File: src/pmp_consts.vh
// constants of the media-independent data port: modes, clock timing, reset values
`ifndef PMP_CONSTS_VH
`define PMP_CONSTS_VH

// interface mode select codes
`define PMP_MODE_MII 2'h0
`define PMP_MODE_RMII 2'h1
`define PMP_MODE_SPARE 2'h2
`define PMP_MODE_REV 2'h3

// rmii reference clock source codes
`define PMP_REF_XTAL 2'h0
`define PMP_REF_EXT50 2'h1
`define PMP_REF_PHY25 2'h2

// clock periods in ns
`define PMP_CORE_CLK_NS 5
`define PMP_MII_CLK_NS 40
`define PMP_RMII_CLK_NS 20

// half-period counts in core cycles, derived from the periods
`define PMP_MII_HALF ((`PMP_MII_CLK_NS / `PMP_CORE_CLK_NS) / 2)
`define PMP_RMII_HALF ((`PMP_RMII_CLK_NS / `PMP_CORE_CLK_NS) / 2)

// receive line codes
`define PMP_NIB_IDLE 4'h0
`define PMP_NIB_FALSE_CARRIER 4'he

// field positions of a nibble split into dibits
`define PMP_DIBIT_LO 1:0
`define PMP_DIBIT_HI 3:2

// reset values
`define PMP_RST_MODE 2'h0
`define PMP_RST_REG_SRC 1'b0
`define PMP_RST_DRIVE_LIMIT 1'b0

`endif

File: src/pmp_port.v
// mac-facing mii / rmii / reverse mii data port with mode, drive limit and regulator select
// What this block does
// - MII moves 4-bit nibbles on its clocks
// - MII mode drives TXC and RXC 25 MHz
// - TXEN starts frames; RXDV marks received data
// - decode TXEN/TXER into idle, reserved, data, error
// - encode RXDV/RXER idle, false carrier, errors
// - RMII moves dibits on one 50 MHz clock
// - reference clock from crystal, oscillator, or PHY
// - RMII transmit: TXEN alone, no error code
// - reverse MII takes TXC and RXC as inputs
// - mode code 11 selects reverse MII
// - mode set by strap or management write
// - drive limit bit works in every mode
// - strap latched into regulator select at power-up
// - regulator select stays writable afterwards
`timescale 1ns/10ps
`include "pmp_consts.vh"
module pmp_port (
	// clock and reset
	input wire core_clk_i,
	input wire resetn_i,
	// straps
	input wire [1:0] mode_strap_i,
	input wire core_supply_strap_i,
	// management side
	input wire mode_wr_i,
	input wire [1:0] mode_wdata_i,
	input wire [1:0] ref_src_i,
	input wire drive_limit_wr_i,
	input wire drive_limit_wdata_i,
	input wire reg_src_wr_i,
	input wire reg_src_wdata_i,
	output wire [1:0] mode_o,
	output wire drive_limit_o,
	output wire core_reg_source_o,
	// transmit pins from the mac
	input wire [3:0] txd_i,
	input wire tx_en_i,
	input wire tx_er_i,
	// receive pins to the mac (rx_dv_o is crs_dv in rmii)
	output wire [3:0] rxd_o,
	output wire rx_dv_o,
	output wire rx_er_o,
	// transmit clock pin
	input wire txc_i,
	output wire txc_o,
	output wire txc_oe_n_o,
	// receive clock / reference clock pin
	input wire rxc_i,
	output wire rxc_o,
	output wire rxc_oe_n_o,
	// nibbles toward the line coder
	output wire [3:0] pcs_tx_data_o,
	output wire pcs_tx_strobe_o,
	output wire pcs_tx_err_o,
	output wire pcs_tx_reserved_o,
	// nibbles from the line decoder
	input wire [3:0] pcs_rx_data_i,
	input wire pcs_rx_strobe_i,
	input wire pcs_rx_dv_i,
	input wire pcs_rx_err_i,
	input wire pcs_rx_false_carrier_i
);

	// ----------------------------------------------------------------
	// state
	// ----------------------------------------------------------------
	reg strap_done_reg; // straps taken once after reset release
	reg [1:0] mode_reg; // active interface mode
	reg drive_limit_reg; // reduced output drive
	reg core_reg_source_reg; // 0 internal regulator, 1 external supply
	reg [1:0] tx_lo_reg; // first dibit of an rmii transmit nibble
	reg tx_ph_reg; // rmii transmit dibit phase
	reg [3:0] pcs_tx_data_reg;
	reg pcs_tx_strobe_reg;
	reg pcs_tx_err_reg;
	reg pcs_tx_reserved_reg;
	reg [3:0] rx_nib_reg; // latest nibble from the decoder
	reg rx_dv_in_reg;
	reg rx_er_in_reg;
	reg rx_fc_in_reg;
	reg rx_ph_reg; // rmii receive dibit phase
	reg [3:0] rxd_reg;
	reg rx_dv_reg;
	reg rx_er_reg;
	reg txc_oe_n_reg;
	reg rxc_oe_n_reg;
	reg [3:0] rxd_next; // encoded receive pins
	reg rx_dv_next, rx_er_next;
	wire is_rmii, is_rev; // mode decodes
	wire rx_ext; // rx/ref clock taken from the pin
	wire tx_rise, rx_rise; // sampling instants
	wire tx_tick;
	// half periods in core cycles; only the low bits reach the three-bit divider
	localparam integer MII_HALF = `PMP_MII_HALF;
	localparam integer RMII_HALF = `PMP_RMII_HALF;

	assign is_rmii = (mode_reg == `PMP_MODE_RMII);
	assign is_rev = (mode_reg == `PMP_MODE_REV);
	// external 50 MHz oscillator feeds the pin in rmii; reverse mii takes both clocks in
	assign rx_ext = is_rev | (is_rmii & (ref_src_i == `PMP_REF_EXT50));

	// ----------------------------------------------------------------
	// interface clocks
	// ----------------------------------------------------------------
	// the 25 MHz transmit clock, or the pin in reverse mode
	pmp_clk_gen #(.CW(3)) u_txc (
		.core_clk_i(core_clk_i),
		.resetn_i(resetn_i),
		.half_i(MII_HALF[2:0]),
		.ext_sel_i(is_rev),
		.ext_clk_i(txc_i),
		.clk_o(txc_o),
		.rise_o(tx_rise)
	);
	// the 25 MHz receive clock, or the 50 MHz reference clock in rmii
	pmp_clk_gen #(.CW(3)) u_rxc (
		.core_clk_i(core_clk_i),
		.resetn_i(resetn_i),
		.half_i(is_rmii ? RMII_HALF[2:0] : MII_HALF[2:0]),
		.ext_sel_i(rx_ext),
		.ext_clk_i(rxc_i),
		.clk_o(rxc_o),
		.rise_o(rx_rise)
	);

	// rmii times both directions from the single reference clock
	assign tx_tick = is_rmii ? rx_rise : tx_rise;

	// ----------------------------------------------------------------
	// configuration: straps, mode, drive limit, regulator select
	// ----------------------------------------------------------------
	// straps are caught on the first edge after reset release, never by the reset itself
	always @(posedge core_clk_i or negedge resetn_i)
	begin
		if (!resetn_i)
		begin
			strap_done_reg <= 1'b0;
			mode_reg <= `PMP_RST_MODE;
			drive_limit_reg <= `PMP_RST_DRIVE_LIMIT;
			core_reg_source_reg <= `PMP_RST_REG_SRC;
			{txc_oe_n_reg, rxc_oe_n_reg} <= 2'h3;
		end
		else
		begin
			strap_done_reg <= 1'b1;
			if (!strap_done_reg)
			begin
				mode_reg <= mode_strap_i;
				core_reg_source_reg <= core_supply_strap_i;
			end
			else
			begin
				// a mode change mid-frame cuts the frame; software should switch when idle
				if (mode_wr_i)
					mode_reg <= mode_wdata_i;
				if (reg_src_wr_i)
					core_reg_source_reg <= reg_src_wdata_i;
			end
			if (drive_limit_wr_i)
				drive_limit_reg <= drive_limit_wdata_i;
			// clock pins drive (enable low) once the straps are taken, unless the clock comes from outside
			txc_oe_n_reg <= ~strap_done_reg | is_rev;
			rxc_oe_n_reg <= ~strap_done_reg | rx_ext;
		end
	end

	// ----------------------------------------------------------------
	// transmit decode
	// ----------------------------------------------------------------
	// pins are sampled only on the rising edge of the active transmit clock
	always @(posedge core_clk_i or negedge resetn_i)
	begin
		if (!resetn_i)
		begin
			{tx_lo_reg, tx_ph_reg} <= 3'h0;
			pcs_tx_data_reg <= 4'h0;
			{pcs_tx_strobe_reg, pcs_tx_err_reg, pcs_tx_reserved_reg} <= 3'h0;
		end
		else
		begin
			pcs_tx_strobe_reg <= 1'b0;
			if (tx_tick)
			begin
				if (is_rmii)
				begin
					// no error code in rmii; tx_er is ignored
					pcs_tx_err_reg <= 1'b0;
					pcs_tx_reserved_reg <= 1'b0;
					if (!tx_en_i)
						tx_ph_reg <= 1'b0;
					else if (!tx_ph_reg)
					begin
						// first dibit is the low half of the nibble
						tx_lo_reg <= txd_i[1:0];
						tx_ph_reg <= 1'b1;
					end
					else
					begin
						pcs_tx_data_reg <= {txd_i[1:0], tx_lo_reg};
						pcs_tx_strobe_reg <= 1'b1;
						tx_ph_reg <= 1'b0;
					end
				end
				else
				begin
					tx_ph_reg <= 1'b0;
					// reserved combination is reported and otherwise treated as idle
					pcs_tx_reserved_reg <= ~tx_en_i & tx_er_i;
					if (tx_en_i)
					begin
						pcs_tx_data_reg <= txd_i;
						pcs_tx_strobe_reg <= 1'b1;
						pcs_tx_err_reg <= tx_er_i;
					end
					else
						pcs_tx_err_reg <= 1'b0;
				end
			end
		end
	end

	// ----------------------------------------------------------------
	// receive encode
	// ----------------------------------------------------------------
	// the decoder's latest nibble is held until the pins move on a clock rise
	always @*
	begin
		rxd_next = `PMP_NIB_IDLE;
		rx_dv_next = 1'b0;
		rx_er_next = 1'b0;
		if (rx_dv_in_reg)
		begin
			rx_dv_next = 1'b1;
			rx_er_next = rx_er_in_reg;
			if (is_rmii)
				rxd_next = {2'h0, rx_ph_reg ? rx_nib_reg[`PMP_DIBIT_HI] :
					rx_nib_reg[`PMP_DIBIT_LO]};
			else
				rxd_next = rx_nib_reg;
		end
		else if (rx_fc_in_reg && !is_rmii)
		begin
			// false carrier exists only in the mii code space
			rx_er_next = 1'b1;
			rxd_next = `PMP_NIB_FALSE_CARRIER;
		end
		// otherwise interframe: dv low, er low, data zero
	end

	// latch decoder output on its strobe and drive the pins on each receive clock rise
	always @(posedge core_clk_i or negedge resetn_i)
	begin
		if (!resetn_i)
		begin
			{rx_nib_reg, rx_dv_in_reg, rx_er_in_reg, rx_fc_in_reg} <= 7'h00;
			rx_ph_reg <= 1'b0;
			{rxd_reg, rx_dv_reg, rx_er_reg} <= 6'h00;
		end
		else
		begin
			// a later decoder strobe overwrites one not yet shown on the pins
			if (pcs_rx_strobe_i)
				{rx_nib_reg, rx_dv_in_reg, rx_er_in_reg, rx_fc_in_reg} <=
					{pcs_rx_data_i, pcs_rx_dv_i, pcs_rx_err_i, pcs_rx_false_carrier_i};
			if (rx_rise)
			begin
				{rxd_reg, rx_dv_reg, rx_er_reg} <= {rxd_next, rx_dv_next, rx_er_next};
				// the dibit phase only advances inside a frame
				rx_ph_reg <= is_rmii & rx_dv_in_reg & ~rx_ph_reg;
			end
		end
	end

	// ----------------------------------------------------------------
	// outputs
	// ----------------------------------------------------------------
	assign mode_o = mode_reg;
	assign drive_limit_o = drive_limit_reg;
	assign core_reg_source_o = core_reg_source_reg;
	assign rxd_o = rxd_reg;
	assign rx_dv_o = rx_dv_reg;
	assign rx_er_o = rx_er_reg;
	assign txc_oe_n_o = txc_oe_n_reg;
	assign rxc_oe_n_o = rxc_oe_n_reg;
	assign pcs_tx_data_o = pcs_tx_data_reg;
	assign pcs_tx_strobe_o = pcs_tx_strobe_reg;
	assign pcs_tx_err_o = pcs_tx_err_reg;
	assign pcs_tx_reserved_o = pcs_tx_reserved_reg;

endmodule // pmp_port

File: src/pmp_clk_gen.v
// interface clock source: divided core clock or sampled external clock, with rise pulse
`timescale 1ns/10ps
module pmp_clk_gen #(
	parameter CW = 3
) (
	// clock and reset
	input wire core_clk_i,
	input wire resetn_i,
	// control
	input wire [CW-1:0] half_i,
	input wire ext_sel_i,
	input wire ext_clk_i,
	// results
	output wire clk_o,
	output wire rise_o
);

	reg [CW-1:0] cnt_reg; // cycles spent in the current half period
	reg clk_reg; // divided clock level
	reg ext_q_reg; // external clock sample
	reg ext_prev_reg; // previous external sample, for edge finding
	reg rise_reg; // one-cycle rising edge marker

	assign clk_o = clk_reg;
	assign rise_o = rise_reg;

	// ----------------------------------------------------------------
	// divider and edge detection
	// ----------------------------------------------------------------
	// the external pin is synchronous to the core clock, so one sample suffices
	always @(posedge core_clk_i or negedge resetn_i)
	begin
		if (!resetn_i)
		begin
			cnt_reg <= {CW{1'b0}};
			clk_reg <= 1'b0;
			ext_q_reg <= 1'b0;
			ext_prev_reg <= 1'b0;
			rise_reg <= 1'b0;
		end
		else
		begin
			ext_q_reg <= ext_clk_i;
			ext_prev_reg <= ext_q_reg;
			if (cnt_reg >= half_i - {{(CW-1){1'b0}}, 1'b1})
			begin
				// end of half period: flip the clock
				cnt_reg <= {CW{1'b0}};
				clk_reg <= ~clk_reg;
			end
			else
			begin
				cnt_reg <= cnt_reg + {{(CW-1){1'b0}}, 1'b1};
			end
			if (ext_sel_i)
				rise_reg <= ext_q_reg & ~ext_prev_reg;
			else
				rise_reg <= (cnt_reg >= half_i - {{(CW-1){1'b0}}, 1'b1}) & ~clk_reg;
		end
	end

endmodule // pmp_clk_gen

File: config.mk
export PLATFORM = sky130hd
export DESIGN_NAME = pmp_port
export DESIGN_NICKNAME = d
export VERILOG_FILES = /design/src/pmp_port.v /design/src/pmp_clk_gen.v
export VERILOG_INCLUDE_DIRS = /design/src
export SDC_FILE = /design/constraint.sdc
export NUM_CORES = 1
export LEC_CHECK = 0
export BUFFER_PORTS_ARGS = -buffer_cell sky130_fd_sc_hd__buf_2
export CORE_MARGIN = 8
export CORE_UTILIZATION = 58
export CTS_BUF_LIST = sky130_fd_sc_hd__clkbuf_8
export DETAILED_ROUTE_END_ITERATION = 10
export PLACE_DENSITY = 0.95
export REMOVE_ABC_BUFFERS = 1
export SLEW_MARGIN = 15
export SYNTH_ARGS = -nofsm -noshare
export SYNTH_HDL_FRONTEND = slang
export SYNTH_SLANG_ARGS = --single-unit
File: constraint.sdc
create_clock -name core_clk_i -period 3.6 [get_ports core_clk_i]
set_clock_uncertainty 0.2 [all_clocks]
set_input_delay 0.54 -clock core_clk_i [delete_from_list [all_inputs] [get_ports core_clk_i]]
set_output_delay 0.54 -clock core_clk_i [all_outputs]
set_load 0.005 [all_outputs]
==> Yosys cells after proc, flatten, opt, wreduce, memory -nomap -nowiden <==
Index checks and enable logic that the tools add are counted.
{ "word_totals": {"register_bits": 45, "inputBits": 30, "out_inout_bits": 21, "wordCells": 96} }
{ "classes": {"addsub": 3, "order_cmp": 2, "n_eq_ne": 6, "muxes": 32, "n_bitwise": 19, "n_reduce_logical": 4} }
{ "op_table": {"columns": ["op", "n"], "rows": [
  ["$mux W4", 7],
  ["$mux W1", 19],
  ["$mux W3", 3],
  ["$and A1 B1 Y1", 8],
  ["$not A1 Y1", 8],
  ["$add A3 B1 Y3 const B", 2],
  ["$mux W2", 3],
  ["$ne A2 B2 Y1 const B", 3],
  ["$eq A2 B1 Y1 const B", 2],
  ["$reduce_and A4 Y1", 1],
  ["$ge A3 B2 Y1 const B", 1],
  ["$ge A3 B3 Y1", 1],
  ["$or A1 B1 Y1", 3],
  ["$reduce_and A3 Y1", 1],
  ["$sub A3 B1 Y3 const B", 1],
  ["$eq A2 B2 Y1 const B", 1],
  ["$logic_and A1 B1 Y1", 1],
  ["$logic_not A1 Y1", 1]
]} }

==> Logic depth before layout (Yosys ltp) <==
Gate-level depths: netlist (run 1).
{ "logic_depth": {"depth_word": 6, "depth_mapped": 7, "mapped_depth_nobuf": 7} }

==> Cells and area by module <==
A second synthesis (run 1) with hierarchy kept.
{ "hier_totals": {"cells_unflattened": 178, "hier_area_um2": 2067.0} }
{ "modules_own_cells": {"columns": ["mod", "n_inst", "cells_each", "area_each_um2", "seq_area_each_um2"], "rows": [
  ["pmp_port", 1, 120, 1388.8, 778.2],
  ["pmp_clk_gen", 2, 29, 339.1, 175.2]
]} }

==> Worst setup path after synthesis (run 1) <==
OpenSTA, ideal clock, no wires.
{ "synth_timing": {"path_kind": "register to register", "from": "register mode_reg[1] (netlist: mode_o[1])", "to": "register u_rxc.rise_reg (netlist: u_rxc.rise_o)", "setup_time_ps": 131, "arrival_time_ps": 1417, "t_required_ps": 3269, "setup_slack_ps": 1853, "stages_incl_launch_ff": 8, "path_buffers": 0, "synth_period_minus_slack_ps": 1747, "path_cell_list": "dfrtp_1 > nand2b_4 > inv_6 > ha_1 > a211oi_1 > nor2_1 > nand2_1 > o21ai_0"} }
{ "synth_via": {"elab_chain_cells": 6, "word_cells_on_any_way": 9, "cone_classes": "add/sub: 1; order compare: 1; eq/ne: 2; mux: 2; bitwise: 3"} }
{ "synth_lines": {"columns": ["item", "line_no", "rtl"], "rows": [
  ["from (decl)", "pmp_port.v:70", "reg [1:0] mode_reg;"],
  ["from (signal assigned)", "pmp_port.v:140", "mode_reg <= `PMP_RST_MODE;"],
  ["from (signal assigned)", "pmp_port.v:150", "mode_reg <= mode_strap_i;"],
  ["from (signal assigned)", "pmp_port.v:157", "mode_reg <= mode_wdata_i;"],
  ["$eq A2 B1 Y1 (no line)", null, null],
  ["$mux W3", "pmp_port.v:121", ".half_i(is_rmii ? RMII_HALF[2:0] : MII_HALF[2:0]),"],
  ["$sub A3 B1 Y3", "pmp_clk_gen.v:58", "rise_reg <= (cnt_reg >= half_i - {{(CW-1){1'b0}}, 1'b1}) & ~clk_reg;"],
  ["$ge A3 B3 Y1", "pmp_clk_gen.v:58", null],
  ["$and A1 B1 Y1", "pmp_clk_gen.v:58", null],
  ["$mux W1 *", "pmp_clk_gen.v:55", "if (ext_sel_i)"],
  ["to (signal assigned)", "pmp_clk_gen.v:56", "rise_reg <= ext_q_reg & ~ext_prev_reg;"],
  ["to (signal assigned)", "pmp_clk_gen.v:58", null],
  ["to (decl)", "pmp_clk_gen.v:22", "reg rise_reg;"]
]} }
Every way passes the cells marked *; elsewhere a longest branch is shown, timed or not.
A chain may end at the register's enable or synchronous reset.

==> Worst setup path after layout (run 1) <==
Ends and elaborated chain as after synthesis.

==> summary.txt, run 1 <==
Yosys
  – Mean area per synthesized cell: between 10 and 15 um2
  – Netlist area before placement: between 1500 and 2000 um2
  – Synthesized instance count: between 150 and 200
  – Top_reg_cell synth: dfrtp_1
  – Async set-reset flop share out of synthesis: 100%
  – Count of cell types in the netlist: 35
  – Number of enable-type register cells in the synthesized netlist: 0
  – Part of the Yosys area used for sequential elements: between 60% and 70%
  – #FFs+latches synth: 45
  – Warnings from Yosys: 0

Clocking
  – Worst-case clock buffer depth: 2
  – Number of buffers added for setup after CTS: 0
  – CTS Buf Count: 5
  – Hold-fix buffers at CTS: 0
  – Clock root buffer: clkbuf_8
  – CTS H-Tree Depth: 2
  – Clock transition at the registers of the reported paths: approximately 0.070 ns
  – Post-cts repair resize count: 0
  – Count of clock tree sinks: 45
  – Insertion delay of the later-clocked pin in the worst-skew pair: approximately 0.30 ns
  – CTS tree: yes

Cells and area
  – Fill cells: between 200 and 250
  – Count of antenna diodes in the layout: 0
  – Share of final-layout standard cells stronger than drive strength 1: ~37%
  – Final-stage net count: around 240
  – Final instance area: 2270 um2
  – Area Overhead vs Synth: 21.9%

Detailed routing
  – Drc violations: 0
  – Count of routing violations after the opening detailed-route iteration: roughly 110
  – Vias per std cell: between 5 and 6
  – Average wire per standard cell: approximately 14 um
  – Post-route ant nets: 0
  – Pre-antenna DRT Iters: 4
  – Overall via count from detail_route: 1,303
  – Sum of routed wire length over all layers: 3650 um

Setup path
  – Crit Reg-Reg Startpoint: mode_o[1]$_DFFE_PN0P_
  – Largest fanout of any net on the critical path: 13
  – Startpoint Class: flip-flop
  – Critical path required time: about 3.6 ns
  – Setup slack, reg-to-reg: between 1.5 and 2 ns
  – Reg2reg path depth: 7
  – Data arrival time of the critical path: around 2 ns
  – Critical setup path kind: reg -> reg
  – Reg2reg end: u_rxc.rise_o$_DFF_PN0_
  – Type of element capturing the critical path: flip-flop

Min path
  – Cell depth of the worst hold path: 1
  – Origin of the worst min-delay path: txc_i
  – Class of the tightest hold or removal check: in -> reg
  – Hold worst-path end: u_txc.ext_q_reg$_DFF_PN0_

Run
  – Maxcap violations: 0

Die
  – Height of the die: about 73 um
  – DIE AREA: ~5300 um2
  – Standard-cell rows: 20
  – Die width: between 70 and 80 um
  – Boundary pin count: between 50 and 60
  – Starting density of the core: around three fifths
  – Core area: 3050 um2

Timing
  – Unrepaired setup endpoints after global routing: no
  – Number of setup violations in the final report: 0
  – Post-route setup TNS: 0 ns
  – Maximum operating frequency: 501 MHz
  – Headroom to the max-slew limit: 38.4%
  – Ratio of final minimum period to clock period: 55.5%
  – Max-slew violations: 0
  – Worst-Margin Slew: around 0.92 ns
  – Final-report hold violation count: 0
  – Clock period minus final worst setup slack: about 2.0 ns

Placement
  – Total of buffers placed on input and output ports: 50
  – Routability Congestion: 0.790
  – Instance area at placement: about 2200 um2
  – Dpl hpwl: 2680 um

Global route
  – First-pass GRT wire length: approximately 6000 um
  – Total global routing overflow: 0
  – Global Route Usage Sum: approximately 15%
  – Largest net degree at the start of global routing: between 40 and 50
  – Number of global-route vias before repair: around 1,300
  – Initial antenna violation count: 0

Run status
  – Outcome: completed

Pwr
  – Peak supply drop: about 0.40 mV
  – Total power density per cell area: 626 nW/um2
  – Leakage power total: approximately 1.2 nW
-- Yosys cell counts (2+ instances only) --
master,instances,share of area (%)
dfrtp_1,43,58
nand2_1,22,4.4
mux2_2,10,6.0
inv_1,8,1.6
nor2_1,8,1.6
a21oi_1,6,1.6
mux2i_1,5,2.7
o21ai_0,5,1.3
ha_1,4,2.7
mux2_4,4,3.2
nor2b_1,4,1.3
and2_1,3,1.0
o22ai_1,3,1.0
a211oi_1,2,0.80
a21o_1,2,0.80
buf_2,2,0.54
dfstp_2,2,2.8
nand2b_1,2,0.67
nor3_1,2,0.54
xnor2_1,2,0.94
-- cells in the final DEF (no fill, tap or decap) --
cell       instances
nand2b_1           2
mux2_4             4
inv_6              1
a22oi_1            1
nand2b_4           1
dfstp_2            2
a21bo_4            1
o21ai_0            5
dfrtp_1           43
a21oi_1            6
nor3b_1            1
nand3_1            1
a22o_1             1
o31ai_1            1
nor2_1             8
bufinv_16          1
o22ai_1            3
clkbuf_8           6
and2_1             3
ha_1               4
nor2b_1            4
nand3_2            1
a31oi_1            1
a211oi_1           2
xnor2_1            2
nand3b_1           1
a21o_1             2
nand2_1           22
conb_1             1
a31o_2             1
mux2_2            10
o221ai_1           1
nor3_1             2
inv_1              9
buf_2             50
mux2i_1            5
-- routing by layer --
| metal | global-route usage, % | vias to the layer above | part of all wire (%) |
|---|---|---|---|
| met5 | 0 | - | 0 |
| met4 | 6.00 | 0 | 1.5 |
| met3 | 7.83 | 4 | 8.5 |
| met2 | 22.6 | 43 | 47 |
| met1 | 17.4 | 626 | 43 |
| li1 | - | 630 | - |
-- worst max path at each step --
stage,startpoint,to,slack [ns]
6_report,mode_o[1]$_DFFE_PN0P_,u_rxc.rise_o$_DFF_PN0_,1.60
5_1_grt,mode_o[1]$_DFFE_PN0P_,u_rxc.rise_o$_DFF_PN0_,1.43
4_1_cts,mode_o[1]$_DFFE_PN0P_,u_rxc.rise_o$_DFF_PN0_,1.62
3_5_place_dp,mode_o[1]$_DFFE_PN0P_,u_rxc.rise_o$_DFF_PN0_,1.65
3_3_place_gp,mode_o[1]$_DFFE_PN0P_,u_rxc.rise_o$_DFF_PN0_,1.71
2_1_floorplan,mode_o[1]$_DFFE_PN0P_,u_rxc.rise_o$_DFF_PN0_,1.80
-- where the power goes --
part / total (mW) / switching, mW / internal [mW]
clock: 0.382 / 0.159 / 0.223
combinational: 0.323 / 0.143 / 0.180
sequential: 0.717 / 0.0893 / 0.628
-- cells by family after synthesis --
group           synth area share, %
mux                            11.9
buf+inv                        2.82
compound gates                 8.99
xor+xnor                      0.939
flops                          60.5
simple gates                   11.9
other cells                   0.201
fa+ha+maj                      2.68
-- final cells by class --
class / count / area [um2] / share of cell area, %
inverters: 9 / 38.8 / 1.71
multi-input cells: 97 / 684 / 30.1
clock buffers: 6 / 82.6 / 3.63
repair buffers: 50 / 250 / 11.0
flip-flops and latches: 45 / 1130 / 49.6
clock inverters: 2 / 33.8 / 1.49
well taps: 44 / 55.1 / 2.42
-- metrics by stage --
stage | setup WS (ns) | instances | hold slack, ns | utilization (%) | power (mW)
4_1_cts | 1.62 | 253 | 0.139 | 74.5 | 1.44
2_1_floorplan | 1.80 | 151 | 0.0444 | - | 0.904
5_1_grt | 1.43 | 253 | 0.128 | 74.5 | 1.52
3_3_place_gp | 1.71 | 245 | 0.156 | 70.7 | 1.03
3_5_place_dp | 1.65 | 245 | 0.167 | 70.7 | 1.05
6_report | 1.60 | 253 | 0.149 | 74.5 | 1.42
-- critical path, stage by stage, from the launching register on --
cell and delay (ns):
dfrtp_1 0.43, nand2b_4 0.24, inv_6 0.12, ha_1 0.23, a211oi_1 0.42, nor2_1 0.08
nand2_1 0.08, o21ai_0 0.08
Note: power is estimated with default switching activity, not from simulation.
==> inputs of run 2 (changes only) <==
Settings changed: CORE_UTILIZATION 58 to 53, PLACE_DENSITY 0.95 to 0.92.
Clock period 3.6 ns to 2.09 ns, I/O delays scaled along.
==> run 2 against run 1 <==
  * Critical path depth fell by 1
  * Final area rose by 1.7%
  * Setup slack got worse by 1.4 ns
  * Worst hold slack got worse by 0.093 ns
  * First-iteration DRC count fell by 33%
  * Critical path type unchanged
==> summary.txt, run 2 (synthesis results as in run 1) <==
Run status
  – Outcome: completed

Pwr
  – Peak supply drop: ~0.58 mV
  – Leakage power total: ~1.2 nW
  – Total internal power: between 1.5 and 2 mW
  – Clock group share of total power: between 20% and 30%
  – Part of the total power dissipated in sequential elements: between 50% and 60%
  – Combinational fraction of design power: 24.9%
  – Total power density per cell area: 1010 nW/um2
  – Power consumption: about 2.3 mW
  – Switching power: roughly 660 uW
  – Fraction of power spent switching nets: between 20% and 30%

Detailed routing
  – Pre-antenna DRT Iters: 4
  – Post-route ant nets: 0
  – Count of routing violations after the opening detailed-route iteration: 76
  – Average wire per standard cell: ~14 um
  – Overall via count from detail_route: approximately 1,300
  – Sum of routed wire length over all layers: between 3000 and 4000 um
  – Vias per std cell: 5.05
  – Drc violations: 0

Timing
  – Post-route setup TNS: 0 ns
  – Worst-case hold slack: 0.0557 ns
  – Ratio of final minimum period to clock period: around nine tenths
  – Number of setup violations in the final report: 0
  – Max-slew violations: 0
  – Final-report hold violation count: 0
  – Maximum operating frequency: between 500 and 600 MHz
  – Headroom to the max-slew limit: approximately two thirds
  – Fin worst setup slack: 0.230 ns
  – Unrepaired setup endpoints after global routing: no
  – Clock period minus final worst setup slack: around 1.9 ns
  – Worst-Margin Slew: about 0.51 ns

Placement
  – Total of buffers placed on input and output ports: 50
  – Routability Congestion: about 0.78
  – Number of cells in the design after placement: 250
  – Instance area at placement: ~2200 um2
  – Dpl hpwl: around 2900 um
  – Minimum setup slack after placement: about 0.26 ns

Global route
  – Initial antenna violation count: 0
  – Total global routing overflow: 0
  – Number of global-route vias before repair: around 1,500
  – Largest net degree at the start of global routing: 24
  – Global Route Usage Sum: roughly 15%
  – First-pass GRT wire length: 6390 um

Setup path
  – Setup slack, reg-to-reg: approximately 0.23 ns
  – Data arrival time of the critical path: ~1.9 ns
  – Critical setup path kind: reg -> reg
  – Max stage delay on crit path: approximately 0.42 ns
  – Largest fanout of any net on the critical path: 13
  – Type of element capturing the critical path: flip-flop
  – Critical Path Slowest Stage Cell: dfrtp_1
  – Series of cell instances along the critical path: nand2b_4 > inv_6 > ha_1 > a211oi_1 > buf_4 > and2_1
  – Critical path required time: between 2 and 2.5 ns
  – Startpoint Class: flip-flop

Cells and area
  – Final instance count without filler cells: 260
  – Util after Layout: approximately 70%
  – Share of final-layout standard cells stronger than drive strength 1: between 30% and 40%
  – Final instance area: 2310 um2
  – Most common cell after layout, fill and taps aside: buf_2
  – Area Overhead vs Synth: 23.9%
  – Commonest cells after routing, fill and taps aside: buf_2, dfrtp_1, nand2_1
  – Count of antenna diodes in the layout: 0
  – Final-stage net count: 248

Die
  – DIE AREA: ~5700 um2
  – Die width: 75.3 um
  – Starting density of the core: a little under three fifths
  – Boundary pin count: 51
  – Core area: 3360 um2
  – Standard-cell rows: 21
  – Height of the die: 75.3 um

Run
  – Maxcap violations: 0

Clocking
  – Number of buffers added for setup after CTS: 0
  – Worst-case clock buffer depth: 2
  – CTS Buf Count: 5
  – Count of clock tree sinks: 45
  – CTS H-Tree Depth: 2
  – CTS tree: yes
  – Insertion delay of the later-clocked pin in the worst-skew pair: around 0.29 ns
  – Clock transition at the registers of the reported paths: around 0.08 ns
  – Clock root buffer: clkbuf_8

Min path
  – Class of the tightest hold or removal check: in -> reg
[run 2: changes by cell type in the layout (fill, tap and decap cells not counted), sizes merged]
cell and change:
buf +3, dlygate4sd3 +3, bufinv -1
[run 2: layout make-up]
class,instances,area (um2)
sequential,45,1130
fill,262,1050
multi-input combinational,97,684
timing repair buffer,56,315
clock buffer,6,82.6
tap,46,57.6
inverter,9,38.8
clock inverter,1,3.75
[run 2: metal layers]
layer	GRT usage (%)	vias to the layer above	wire (um)	share of wire, %
met5	0	-	0	0
met4	7.04	0	89	2.4
met3	6.71	10	332	9.0
met2	23.6	45	1790	48
met1	16.5	618	1490	40
li1	-	639	-	-
[run 2: path summary, 6_finish.rpt]
| kind | startpoint | endpoint | depth (start not counted) |
|---|---|---|---|
| max | mode_o[1]$_DFFE_PN0P_ | u_rxc.cnt_reg[2]$_DFF_PN0_ | 6 |
| min | pcs_rx_dv_i | rx_dv_in_reg$_DFFE_PN0P_ | 2 |
| max reg2reg | mode_o[1]$_DFFE_PN0P_ | u_rxc.cnt_reg[2]$_DFF_PN0_ | 6 |
| min reg2reg | u_rxc.ext_q_reg$_DFF_PN0_ | u_rxc.ext_prev_reg$_DFF_PN0_ | 0 |
| max in group asynchronous | resetn_i | rx_fc_in_reg$_DFFE_PN0P_ | 3 |
| min in group asynchronous | resetn_i | u_rxc.clk_o$_DFFE_PN0N_ | 2 |
[run 2: critical path: cells and delay by family (launching register included)]
family | cells | cell delay, ns
DFF | 1 | 0.42
AOI/OAI and AO/OA | 1 | 0.27
adders and majority gates | 1 | 0.27
and+or+nand+nor | 2 | 0.39
buffers and inverters | 2 | 0.25
[run 2: what timing repair did]
item	4_1_cts	5_1_grt
hold buffers	3	0
resized for setup	0	0
hold endpoints to repair	22	0
[run 2: power groups by stage]
stage / Clock (mW) / Sequential, mW / Combinational, mW
3_3_place_gp: 0 / 1.24 / 0.572
3_5_place_dp: 0 / 1.25 / 0.595
6_report: 0.516 / 1.24 / 0.581
5_1_grt: 0.562 / 1.27 / 0.668
2_1_floorplan: 0 / 1.24 / 0.322
4_1_cts: 0.538 / 1.24 / 0.597
==> inputs of run 3 (changes only) <==
--- a/config.mk
+++ b/config.mk
@@ -7,4 +7,5 @@
 export NUM_CORES = 1
 export LEC_CHECK = 0
+export ABC_CLOCK_PERIOD_IN_PS = 2090
 export BUFFER_PORTS_ARGS = -buffer_cell sky130_fd_sc_hd__buf_2
 export CORE_MARGIN = 8
==> constraint.sdc (replaced) <==
create_clock -name core_clk_i -period 2.09 [get_ports core_clk_i]
set_clock_uncertainty 0.2 [all_clocks]
set_input_delay 0.418 -clock core_clk_i [delete_from_list [all_inputs] [get_ports core_clk_i]]
set_output_delay 0.418 -clock core_clk_i [all_outputs]
set_load 0.005 [all_outputs]
==> run 3 against run 2 <==
  * Die area unchanged
  * Highest routed layer unchanged
  * Clock power about the same
  * Utilization shrank 0.60 points
  * Register-to-register slack barely moved
  * Largest cell class unchanged
  * Combinational power barely moved
==> summary.txt, run 3 (synthesis results as in run 1) <==
Pwr
  – Leakage power total: 1.18 nW
  – Peak supply drop: 0.576 mV
  – Clock group share of total power: roughly 22%
  – Switching power: 663 uW
  – Combinational fraction of design power: between 20% and 30%
  – Total internal power: approximately 1.7 mW
  – Part of the total power dissipated in sequential elements: between 50% and 60%
  – Total power density per cell area: about 1000 nW/um2
  – Fraction of power spent switching nets: between 20% and 30%

Die
  – Standard-cell rows: 21
  – Height of the die: 75.3 um
  – Die width: around 75 um
  – Boundary pin count: 51
  – Core area: 3360 um2
  – Starting density of the core: 55.5%
  – DIE AREA: 5670 um2

Timing
  – Post-route setup TNS: 0 ns
  – Worst-Margin Slew: 0.514 ns
  – Unrepaired setup endpoints after global routing: no
  – Headroom to the max-slew limit: roughly two thirds
  – Ratio of final minimum period to clock period: between 80 and 90%
  – Maximum operating frequency: around 540 MHz
  – Fin worst setup slack: 0.230 ns
  – Final-report hold violation count: 0
  – Max-slew violations: 0
  – Number of setup violations in the final report: 0
  – Clock period minus final worst setup slack: around 1.9 ns

Run status
  – Outcome: completed

Setup path
  – Series of cell instances along the critical path: nand2b_4 > inv_6 > ha_1 > a211oi_1 > buf_4 > and2_1
  – Critical setup path kind: reg -> reg
  – Largest fanout of any net on the critical path: 13
  – Crit Reg-Reg Startpoint: mode_o[1]$_DFFE_PN0P_
  – Critical path required time: approximately 2.1 ns
  – Type of element capturing the critical path: flip-flop
  – Data arrival time of the critical path: between 1.5 and 2 ns
  – Critical Path Slowest Stage Cell: dfrtp_1
  – Startpoint Class: flip-flop
  – Max stage delay on crit path: roughly 0.42 ns
  – Start point of the critical path: mode_o[1]$_DFFE_PN0P_

Global route
  – Global Route Usage Sum: between 10% and 20%
  – Initial antenna violation count: 0
  – Total global routing overflow: 0
  – Largest net degree at the start of global routing: 24
  – Number of global-route vias before repair: 1,452
  – First-pass GRT wire length: ~6300 um

Detailed routing
  – Pre-antenna DRT Iters: 4
  – Vias per std cell: roughly 5.0
  – Average wire per standard cell: 14.3 um
  – Post-route ant nets: 0
  – Sum of routed wire length over all layers: around 3700 um
  – Drc violations: 0
  – Count of routing violations after the opening detailed-route iteration: 66
  – Overall via count from detail_route: between 1,000 and 1,500

Cells and area
  – Most common cell after layout, fill and taps aside: buf_2
  – Area Overhead vs Synth: 22.8%
  – Util after Layout: between 60% and 70%
  – Area of combinational cells with multiple inputs: just under 700 um2
  – Share of final-layout standard cells stronger than drive strength 1: a little under two fifths
  – Final-stage net count: roughly 250
  – Final instance count without filler cells: 258
  – Storage cell area: 1130 um2
  – Commonest cells after routing, fill and taps aside: buf_2, dfrtp_1, nand2_1
  – Count of antenna diodes in the layout: 0
  – Fill cells: ~260
  – Final instance area: around 2300 um2

Placement
  – Number of cells in the design after placement: between 200 and 300
  – Minimum setup slack after placement: roughly 0.26 ns
  – Dpl hpwl: ~2900 um
  – Total of buffers placed on input and output ports: 50
  – Routability Congestion: approximately 0.78
  – Instance area at placement: 2190 um2

Clocking
  – CTS H-Tree Depth: 2
  – CTS tree: yes
  – Count of clock tree sinks: 45
  – Clock transition at the registers of the reported paths: 0.07 ns
  – Number of buffers added for setup after CTS: 0
  – Worst-case clock buffer depth: 2
  – Clock root buffer: clkbuf_8
  – Post-cts repair resize count: 0
  – Insertion delay of the later-clocked pin in the worst-skew pair: 0.29 ns
  – Hold-fix buffers at CTS: 1
  – CTS Buf Count: 5

Run
  – Maxcap violations: 0

Min path
  – Origin of the worst min-delay path: rxc_i
  – Class of the tightest hold or removal check: in -> reg
==> run 3: changes by cell type in the layout (fill, tap and decap cells not counted) <==
cell / before / now
dlygate4sd3_1: 3 / 1
==> run 3: power by group through the flow <==
stage	clock network [mW]	logic [mW]	registers [mW]
6_report	0.517	0.579	1.24
5_1_grt	0.562	0.665	1.27
4_1_cts	0.538	0.594	1.24
3_5_place_dp	0	0.595	1.25
3_3_place_gp	0	0.572	1.24
2_1_floorplan	0	0.322	1.24
==> run 3: worst paths after layout <==
| kind | endpoint | slack [ns] | cells past startpoint |
|---|---|---|---|
| worst max-delay path | u_rxc.cnt_reg[2]$_DFF_PN0_ | 0.23 | 6 |
| worst min-delay path | u_rxc.ext_q_reg$_DFF_PN0_ | 0.03 | 1 |
| worst max register to register | u_rxc.cnt_reg[2]$_DFF_PN0_ | 0.23 | 6 |
| worst min register to register | u_rxc.ext_prev_reg$_DFF_PN0_ | 0.18 | 0 |
| max in group asynchronous | rx_fc_in_reg$_DFFE_PN0P_ | 0.77 | 3 |
| min in group asynchronous | u_rxc.clk_o$_DFFE_PN0N_ | 0.43 | 2 |
==> run 3: critical path: cells and delay by family, from the launching register on <==
kind                     cells  cell delay, ns
flip-flops                   1            0.42
buffers and inverters        2            0.25
AO/OA/AOI/OAI                1            0.27
AND/OR/NAND/NOR              2            0.39
adder cells (fa/ha/maj)      1            0.27
==> run 3: final cells by class <==
cell class	instances	area share (%)
multi-input cells	97	29.9
flip-flops and latches	45	49.3
well taps	46	2.51
clock buffers	6	3.60
clock inverters	1	0.164
inverters	9	1.69
repair buffers	54	12.9
==> run 3: stage by stage <==
stage,hold WS [ns],power [mW]
after global placement,0.156,1.81
after floorplan,-0.0776,1.56
after global routing,0.0143,2.50
after detailed placement,0.168,1.84
final,0.0333,2.33
after CTS,0.0206,2.37
==> run 3: metal layers <==
layer | global-route usage, % | part of all wire (%) | vias to the layer above
met4 | 7.04 | 2.4 | 0
met5 | 0 | 0 | -
met1 | 16.4 | 41 | 612
li1 | - | - | 634
met2 | 23.4 | 48 | 45
met3 | 6.71 | 9.0 | 10
